$ cat src/core/gain_monitor_map.vh
// constants for the pi gain readback and monitor channel register bank
// Behaviour
// (RL1) current integral gain in use in 31-16
// (RL2) current proportional gain in use in 15-0
// (RL3) speed integral gain in use in 31-16
// (RL4) speed proportional gain in use in 15-0
// (RL5) bits 11-0 hold monitored variable address
// (RL6) nonzero fraction n scales by n/8
// (RL7) fraction zero: enumerated value, max 31
// (RL8) power-of-two scale acts only when fraction zero
// (RL9) polarity one: unipolar, 0pu 0V, 1pu 3V
// (RL10) polarity zero: bipolar, 1.5V centred, reset default
// (RL11) reserved bits 31-21 read zero, ignore writes
// (RL12) use divide-by-eight, not sixteen; flagged
`ifndef GAIN_MONITOR_MAP_VH
`define GAIN_MONITOR_MAP_VH

// register indices as printed; byte address is four times the index
`define IDX_CUR_GAIN 10'h0F0
`define IDX_SPD_GAIN 10'h0F2
`define IDX_MON_CFG 10'h0F4

// field positions of the monitor configuration word and the gain readback words
`define PTR_MSB 11
`define PTR_LSB 0
`define POL_BIT 12
`define FRAC_MSB 16
`define FRAC_LSB 13
`define POW_MSB 20
`define POW_LSB 17
`define GAIN_HI_MSB 31
`define GAIN_HI_LSB 16
`define GAIN_LO_MSB 15
`define GAIN_LO_LSB 0

// reset values and writable mask
`define RST_MON_CFG 32'h00110000
`define RST_GAIN 32'h00000000
`define MON_WMASK 32'h001FFFFF

// dac mapping: one per-unit is 2^14 counts of the variable
`define DAC_UNI_SHIFT 2
`define DAC_BI_SHIFT 3
`define DAC_MID 23'sh00800
`define DAC_MAX 23'sh00FFF
`define ENUM_MAX 16'sh001F

// axi response codes
`define RESP_OKAY 2'h0
`define RESP_SLVERR 2'h2
`define RESP_DECERR 2'h3

`endif

$ cat src/core/gain_monitor_regs.v
// axi4-lite register bank: pi gain readback and monitor channel one
//
// Added by the designer: the AXI4-Lite slave port.
`timescale 1ns/100ps
`default_nettype none
`include "gain_monitor_map.vh"
module gain_monitor_regs
(
    input wire aclk,
    input wire aresetn,
    input wire [11:0] s_axi_awaddr,
    input wire [2:0] s_axi_awprot,
    input wire s_axi_awvalid,
    output reg s_axi_awready,
    input wire [31:0] s_axi_wdata,
    input wire [3:0] s_axi_wstrb,
    input wire s_axi_wvalid,
    output reg s_axi_wready,
    output reg [1:0] s_axi_bresp,
    output reg s_axi_bvalid,
    input wire s_axi_bready,
    input wire [11:0] s_axi_araddr,
    input wire [2:0] s_axi_arprot,
    input wire s_axi_arvalid,
    output reg s_axi_arready,
    output reg [31:0] s_axi_rdata,
    output reg [1:0] s_axi_rresp,
    output reg s_axi_rvalid,
    input wire s_axi_rready,
    input wire [15:0] current_integral_gain_in_use,
    input wire [15:0] current_proportional_gain_in_use,
    input wire [15:0] speed_integral_gain_in_use,
    input wire [15:0] speed_proportional_gain_in_use,
    input wire signed [15:0] monitor_variable_value,
    output reg [11:0] monitor_variable_pointer,
    output reg [11:0] monitor_dac_code,
    output reg monitor_enum_mode
);
    // byte addresses derived from the printed indices
    localparam [11:0] ADDR_CUR = {`IDX_CUR_GAIN, 2'b00};
    localparam [11:0] ADDR_SPD = {`IDX_SPD_GAIN, 2'b00};
    localparam [11:0] ADDR_MON = {`IDX_MON_CFG, 2'b00};

    // captured write address and data
    reg aw_full_q;
    reg aw_full_d;
    reg [11:0] aw_addr_q;
    reg w_full_q;
    reg w_full_d;
    reg [31:0] w_data_q;
    reg [3:0] w_strb_q;
    reg bvalid_d;
    reg [1:0] bresp_d;
    reg do_write;

    // read side
    reg rvalid_d;
    reg ar_take;
    reg [31:0] rdata_d;
    reg [1:0] rresp_d;

    // register contents
    reg [31:0] cur_gain_q;
    reg [31:0] spd_gain_q;
    reg [31:0] mon_cfg_q;
    reg [31:0] mon_cfg_d;
    reg [31:0] lane_mask;

    // monitor datapath
    wire signed [21:0] scaled;
    wire enum_mode;
    wire [11:0] code;
    reg signed [15:0] var_q;

    // the readback words track the gains in use every cycle
    always @(posedge aclk)
    begin
        if (!aresetn)
        begin
            cur_gain_q <= `RST_GAIN;
            spd_gain_q <= `RST_GAIN;
        end
        else
        begin
            cur_gain_q[`GAIN_HI_MSB:`GAIN_HI_LSB] <=
                current_integral_gain_in_use; // RL1
            cur_gain_q[`GAIN_LO_MSB:`GAIN_LO_LSB] <=
                current_proportional_gain_in_use; // RL2
            spd_gain_q[`GAIN_HI_MSB:`GAIN_HI_LSB] <=
                speed_integral_gain_in_use; // RL3
            spd_gain_q[`GAIN_LO_MSB:`GAIN_LO_LSB] <=
                speed_proportional_gain_in_use; // RL4
        end
    end

    // write channel control; address and data may arrive in any order
    always @*
    begin
        do_write = aw_full_q && w_full_q && !s_axi_bvalid;
        if (aw_full_q)
            aw_full_d = !do_write;
        else
            aw_full_d = s_axi_awvalid && s_axi_awready;
        if (w_full_q)
            w_full_d = !do_write;
        else
            w_full_d = s_axi_wvalid && s_axi_wready;
        if (s_axi_bvalid)
            bvalid_d = !s_axi_bready;
        else
            bvalid_d = do_write;
    end

    // byte-lane merge for the only writable register
    always @*
    begin
        lane_mask = {{8{w_strb_q[3]}}, {8{w_strb_q[2]}},
                     {8{w_strb_q[1]}}, {8{w_strb_q[0]}}};
        mon_cfg_d = mon_cfg_q;
        bresp_d = s_axi_bresp;
        if (do_write)
        begin
            case (aw_addr_q)
                ADDR_MON:
                begin
                    // reserved bits cannot be set by any write
                    mon_cfg_d = ((mon_cfg_q & ~lane_mask) |
                        (w_data_q & lane_mask)) & `MON_WMASK; // RL11
                    bresp_d = `RESP_OKAY;
                end
                ADDR_CUR, ADDR_SPD:
                    // readback words ignore writes and flag the error
                    bresp_d = `RESP_SLVERR;
                default:
                    bresp_d = `RESP_DECERR;
            endcase
        end
    end

    // write channel registers
    always @(posedge aclk)
    begin
        if (!aresetn)
        begin
            aw_full_q <= 1'b0;
            w_full_q <= 1'b0;
            aw_addr_q <= 12'h000;
            w_data_q <= 32'h00000000;
            w_strb_q <= 4'h0;
            s_axi_awready <= 1'b0;
            s_axi_wready <= 1'b0;
            s_axi_bvalid <= 1'b0;
            s_axi_bresp <= `RESP_OKAY;
            mon_cfg_q <= `RST_MON_CFG; // RL6 RL8 RL10
        end
        else
        begin
            aw_full_q <= aw_full_d;
            w_full_q <= w_full_d;
            if (s_axi_awvalid && s_axi_awready)
                aw_addr_q <= {s_axi_awaddr[11:2], 2'b00};
            if (s_axi_wvalid && s_axi_wready)
            begin
                w_data_q <= s_axi_wdata;
                w_strb_q <= s_axi_wstrb;
            end
            // ready drops while a beat is held or a response waits
            s_axi_awready <= !aw_full_d && !bvalid_d;
            s_axi_wready <= !w_full_d && !bvalid_d;
            s_axi_bvalid <= bvalid_d;
            s_axi_bresp <= bresp_d;
            mon_cfg_q <= mon_cfg_d; // RL5
        end
    end

    // read decode; the answer is registered with the address
    always @*
    begin
        ar_take = s_axi_arvalid && s_axi_arready;
        if (s_axi_rvalid)
            rvalid_d = !s_axi_rready;
        else
            rvalid_d = ar_take;
        rdata_d = s_axi_rdata;
        rresp_d = s_axi_rresp;
        if (ar_take)
        begin
            rresp_d = `RESP_OKAY;
            case ({s_axi_araddr[11:2], 2'b00})
                ADDR_CUR:
                    rdata_d = cur_gain_q; // RL1 RL2
                ADDR_SPD:
                    rdata_d = spd_gain_q; // RL3 RL4
                ADDR_MON:
                    rdata_d = mon_cfg_q & `MON_WMASK; // RL11
                default:
                begin
                    rdata_d = 32'h00000000;
                    rresp_d = `RESP_DECERR;
                end
            endcase
        end
    end

    // read channel registers
    always @(posedge aclk)
    begin
        if (!aresetn)
        begin
            s_axi_arready <= 1'b0;
            s_axi_rvalid <= 1'b0;
            s_axi_rdata <= 32'h00000000;
            s_axi_rresp <= `RESP_OKAY;
        end
        else
        begin
            // one read at a time; a new address waits for rready
            s_axi_arready <= !rvalid_d;
            s_axi_rvalid <= rvalid_d;
            s_axi_rdata <= rdata_d;
            s_axi_rresp <= rresp_d;
        end
    end

    // variable sampled once so the scaler sees a stable operand
    always @(posedge aclk)
    begin
        if (!aresetn)
            var_q <= 16'sh0000;
        else
            var_q <= monitor_variable_value;
    end

    monitor_scaler u_scaler
    (
        .value(var_q),
        .frac(mon_cfg_q[`FRAC_MSB:`FRAC_LSB]),
        .pow(mon_cfg_q[`POW_MSB:`POW_LSB]),
        .scaled(scaled),
        .enum_mode(enum_mode)
    );

    monitor_code_mapper u_mapper
    (
        .scaled(scaled),
        .unipolar(mon_cfg_q[`POL_BIT]),
        .code(code)
    );

    // monitor outputs; pointer leads the code by one cycle
    always @(posedge aclk)
    begin
        if (!aresetn)
        begin
            monitor_variable_pointer <= 12'h000;
            monitor_dac_code <= 12'h000;
            monitor_enum_mode <= 1'b0;
        end
        else
        begin
            monitor_variable_pointer <=
                mon_cfg_d[`PTR_MSB:`PTR_LSB]; // RL5
            monitor_dac_code <= code; // RL9 RL10
            monitor_enum_mode <= enum_mode; // RL7
        end
    end
endmodule // gain_monitor_regs
`default_nettype wire

$ cat src/core/monitor_code_mapper.v
// maps a scaled per-unit value onto a 12-bit 0..3V dac code
`timescale 1ns/100ps
`default_nettype none
`include "gain_monitor_map.vh"
module monitor_code_mapper
(
    input wire signed [21:0] scaled,
    input wire unipolar,
    output reg [11:0] code
);
    wire signed [22:0] wide;
    reg signed [22:0] t;

    assign wide = {scaled[21], scaled};

    // saturate so an overscaled variable pins at a rail, not wraps
    always @*
    begin
        if (unipolar)
            t = wide >>> `DAC_UNI_SHIFT; // RL9
        else
            t = (wide >>> `DAC_BI_SHIFT) + `DAC_MID; // RL10
        if (t < 23'sh00000)
            code = 12'h000;
        else if (t > `DAC_MAX)
            code = 12'hFFF;
        else
            code = t[11:0];
    end
endmodule // monitor_code_mapper
`default_nettype wire

$ cat src/core/monitor_scaler.v
// scaling stage of the monitor channel: fraction or power-of-two
`timescale 1ns/100ps
`default_nettype none
`include "gain_monitor_map.vh"
module monitor_scaler
(
    input wire signed [15:0] value,
    input wire [3:0] frac,
    input wire [3:0] pow,
    output reg signed [21:0] scaled,
    output wire enum_mode
);
    wire signed [20:0] prod;
    wire [4:0] enum_val;
    wire [21:0] enum_shift;

    // fraction zero selects enumerated handling
    assign enum_mode = (frac == 4'h0); // RL7
    // 16x5 signed product cannot overflow 21 bits
    assign prod = value * $signed({1'b0, frac}); // RL6
    // enumerated values are limited to 0..31 before the shift
    assign enum_val = (value < 16'sh0000) ? 5'h00 :
        (value > `ENUM_MAX) ? 5'h1F : value[4:0]; // RL7
    assign enum_shift = {17'h0000, enum_val} << pow; // RL8

    // divide by eight, not sixteen, keeps unity gain at n = 8
    always @*
    begin
        if (enum_mode)
            scaled = $signed(enum_shift); // RL8
        else
            scaled = {{4{prod[20]}}, prod[20:3]}; // RL6 RL12
    end
endmodule // monitor_scaler
`default_nettype wire

$ cat config.mk
export PLATFORM = sky130hd
export DESIGN_NAME = gain_monitor_regs
export DESIGN_NICKNAME = d
export VERILOG_FILES = /design/src/core/gain_monitor_regs.v /design/src/core/monitor_code_mapper.v /design/src/core/monitor_scaler.v
export VERILOG_INCLUDE_DIRS = /design/src /design/src/core
export SDC_FILE = /design/constraint.sdc
export NUM_CORES = 1
export LEC_CHECK = 0
export BUFFER_PORTS_ARGS = -buffer_cell sky130_fd_sc_hd__buf_2
export CORE_ASPECT_RATIO = 1.25
export CORE_UTILIZATION = 35
export DETAILED_ROUTE_END_ITERATION = 12
export HOLD_SLACK_MARGIN = 0.12
export PLACE_DENSITY = 0.56
export SYNTH_ARGS = -nofsm -noshare
export SYNTH_HDL_FRONTEND = slang
export SYNTH_HIERARCHICAL = 1
export SYNTH_SLANG_ARGS = --single-unit
$ cat constraint.sdc
create_clock -name aclk -period 6.91 [get_ports aclk]
set_input_delay 0.691 -clock aclk [delete_from_list [all_inputs] [get_ports aclk]]
set_output_delay 0.691 -clock aclk [all_outputs]
set_load 0.005 [all_outputs]
; After elaboration in Yosys (flattened, before gate mapping)
; Index checks and enable logic that the tools add are counted.
[word_totals]
output_inout_bits = 66
in_bits = 153
elab_cells = 70
register_bits = 191
[classes]
bitwise_logic = 5
add_sub_neg = 1
eq_ne = 6
n_lt_le_gt_ge = 4
n_mux = 12
n_reduce_logical = 20
shifts = 1
mul = 1
[ops]
columns = cell, n
row1 = one-hot mux 32 bit (3 select lines), 1
row2 = "equality test 10 x 8 -> 1 bit, second input constant", 6
row3 = AND 21 bit, 2
row4 = "greater-than comparator 23 x 13 -> 1 bit, second input constant", 1
row5 = "< comparator 23 x 1 -> 1 bit, second input constant", 1
row6 = 2-to-1 mux 23 bit, 1
row7 = 2-to-1 mux 22 bit, 1
row8 = << shifter 5 x 4 -> 22 bit, 1
row9 = multiplier 16 x 5 -> 21 bit, 1
row10 = inverter 21 bit, 1
row11 = bitwise OR 21 bit, 1
row12 = "adder 19 x 13 -> 20 bit, second input constant", 1
row13 = "greater-than comparator 16 x 6 -> 1 bit, second input constant", 1
row14 = "< comparator 16 x 1 -> 1 bit, second input constant", 1
row15 = 2-to-1 mux 12 bit, 1
row16 = 2-to-1 mux 5 bit, 2
row17 = logical NOT 1 bit, 8
row18 = logical AND 1 bit, 7
row19 = logical NOT 4 bit, 1
row20 = 2-to-1 mux 1 bit, 4
row21 = one-hot mux 2 bit (2 select lines), 1
row22 = OR reduction 2 bit, 2
row23 = OR reduction 3 bit, 1
row24 = 2-to-1 mux 2 bit, 1
row25 = other kinds (2), 2

; Longest topological paths before layout
[depth]
ltp_word = 9
ltp_mapped = 23
depth_no_buf = 20

; Hierarchy
; The synthesis kept the hierarchy.
[by_module_without_submodules]
columns = module, area_each_um2, cells_each, instances
row1 = gain_monitor_regs, 6666.4, 669, 1
row2 = monitor_scaler, 3098.0, 422, 1
row3 = monitor_code_mapper, 359.1, 52, 1

; Least setup slack after synthesis
; No wires, ideal clock.
[synth_timing]
kind = register to register
startpoint = register with a tool-made name
endpoint = register monitor_dac_code[0]
setup_time_ps = 115
period_less_slack_ps = 5424
arrival_time_ps = 5309
slack_ps = 1486
path_stages_with_launch = 23
cell_sequence = dfxtp_1 -> clkbuf_1 -> and2_1 -> ha_1 -> fa_1 -> inv_1 -> fa_1 -> inv_1 -> ha_1 -> nand4_1 -> o32ai_1 -> nand4_1 -> a211oi_1 -> mux2_2 -> a221o_1 -> ha_1 -> o21ba_1 -> o32ai_1 -> a21boi_1 -> a211oi_2 -> buf_6 -> nand2_1 -> and2_1
[synth_rtl]
columns = element, line
row1 = end signal: assignment, gain_monitor_regs.v:263  ; monitor_dac_code <= code;
row2 = end: declaration, gain_monitor_regs.v:36  ; output reg [11:0] monitor_dac_code,

==> results.md <==
- Critical Setup Path Class: reg -> reg
- Met2 Usage GRT: 33.88%
- Core area: 0.02840 sq mm
- Crit-path max cell delay: 650 ps
- Post-Syn Area: 0.01009 sq mm
- Global routing usage on met3: 5.302%
- YS warnings: 6
- Critical-path top delay cell: dfxtp_1
- Switching power: 606.0 uW
- Req. time, crit path: 7280 ps
- Startpoint Class: register
- Setup Skew: 8.237 ps
- Critical Path AT: 6410 ps
- Die Y-Extent: 191.9 um
- Hold WC Path Type: reg -> reg
- Internal power: 1758 uW
- Vias/cell: 5.030
- Switching share of power: 25.64%
- Crit-path cells: and2_2 > ha_1 > fa_1 > inv_1 > fa_1 > inv_1 > ha_1 > a21oi_1 > nand2_1 > a221o_1 > a41oi_1 > o2111ai_1 > o211ai_1 > ha_1 > nand2_1 > o31ai_4 > a21boi_1 > a211oi_2 > buf_4 > nand2_1 > and2_1
- FP Rows: 69
- Fillers: 2863
- First-pass GRT wire length: 42800 um
- Die Outline Area: 0.02953 sq mm
- Reg2reg path depth: 21
- Final WL: 26210 um
- H-tree levels: 4
- Worst skew pair latency: 430 ps
- IO Port Bufs: 196
- Most Crowded Layer GR: met2
- Share of layout cells above drive strength 1: 19.98%
- Combinational share of power: 9.9%
- Layout overhead on the synthesized area: 16.65%
- Met1 Usage GRT: 19.89%
- Initial antenna violation count: 1
- Largest net degree at the start of global routing: 98
- Setup TNS: 0 ps
- Finish-stage setup viols: 0
- Worst slew pin tran: 1208 ps
- Cts bufs inserted: 17
- Crit path max fanout: 15
- Hold Fails Final Rpt: 0
- Post-Syn Nets: 1363
- Pwr per Cell Area: 200.8 mW/mm^2
- Max cap viols: 0
- Gr usage total: 18.40%
- # diodes: 0
- # resized after CTS: 0
- Root Driver: clkbuf_16
- Unrepaired setup endpoints after global routing: false
- Avg Cell Area, Syn: 8.869 sq um
- Max Slew Vio Count: 0
- Setup crit end kind: register
- Hold path depth: 2
- Wirelength per Cell: 15.92 um
- Final worst path period share: 87.34%
- TritonCTS Sinks: 190
- DP HPWL: 19000 um
- Run status: finished, final reports clean
- Core Util, Final: 41.45%
- Maximum vdd drop: 0.1613 mV
- Clk slew on worst S/H paths: 70 ps
- Vias in the first global route: 8229
- Ports: 219
- Layout net count: 1504
- P_leak: 0.005132 uW
- Min cycle time layout: 6035 ps
- Sequential Power Share: 49.2%
- Drc violations: 0
- Width of the die: 153.9 um
- Hold Buf Count CTS: 0
- Post-CTS Setup Bufs: 0
- FMAX: 165.7 MHz
- Initial Util: 35.54%
- Clock buffer depth: 2
- RePlAce Congestion: 0.8530
- Pre-Repair DR Iteration Count: 5
- Final ANT Viol Nets: 0
- Mapped Cells: 1138
- CTS tree: done
- Total grt overflow: 0
- Number of DRC markers in iteration 0: 443
- Slew margin rel.: 19.25%
- Clk pwr share: 40.9%
- Detailed-route via count: 8280
==> metal layers <==
| layer | vias up | wire length [um] |
|---|---|---|
| li1 | 4152 | - |
| met1 | 3906 | 10650 |
| met2 | 188 | 13390 |
| met3 | 32 | 1583 |
| met4 | 2 | 575 |
| met5 | - | 13 |
==> metrics by stage <==
stage | total power, uW | std cells | cell area [sq um] | hold slack, ps | setup WS, ps
finish | 2364 | 1646 | 11770 | 444.6 | 874.5
global route | 2473 | 1646 | 11770 | 437.4 | 436.0
CTS | 2404 | 1646 | 11770 | 429.3 | 862.4
detailed placement | 1427 | 1615 | 11200 | 438.0 | 899.6
global placement | 1423 | 1615 | 11200 | 434.3 | 980.8
floorplan | 1336 | 1138 | 10090 | 431.1 | 1486
==> critical path, delay by kind of cell, from the launching register on <==
kind / cells / cell delay (ps)
compound gates: 8 / 2370
fa+ha+maj: 5 / 1930
simple gates: 5 / 720
flops: 1 / 650
buf+inv: 3 / 300
==> cell usage in the layout, fill, tap and decap left out, types with 19 or more instances in the layout <==
| master | instances |
|---|---|
| a211oi_1 | 24 |
| fa_1 | 33 |
| a21oi_1 | 58 |
| a222oi_1 | 21 |
| mux2i_1 | 37 |
| dfxtp_1 | 190 |
| nor2_1 | 31 |
| ha_1 | 39 |
| mux2_1 | 19 |
| inv_1 | 76 |
| nand2_1 | 189 |
| and2_1 | 142 |
| buf_2 | 195 |
==> power by group through the flow <==
stage | Sequential, uW | Combinational (uW) | Clock, uW
2_1_floorplan | 1180 | 154 | 0
3_3_place_gp | 1190 | 235 | 0
3_5_place_dp | 1190 | 239 | 0
4_1_cts | 1160 | 240 | 1000
5_1_grt | 1170 | 266 | 1040
6_report | 1160 | 235 | 967
==> layout make-up <==
type	instances	area, sq um	area share [%]
Clock buffer	18	439.2	3.730
Clock inverter	13	138.9	1.180
Inverter	78	292.8	2.487
Multi-Input combinational cell	788	5612	47.66
Sequential cell	190	3804	32.31
Tap cell	355	444.2	3.773
Timing Repair Buffer	204	1044	8.863
==> final timing paths <==
check                                      from                   end  slack (ps)
worst min register to register  s_axi_rdata[22]       s_axi_rdata[22]         440
worst min-delay path            s_axi_rdata[22]       s_axi_rdata[22]         440
worst max-delay path                   register  monitor_dac_code[10]         870
worst max register to register         register  monitor_dac_code[10]         870
Power figures use the tool's default switching activity.
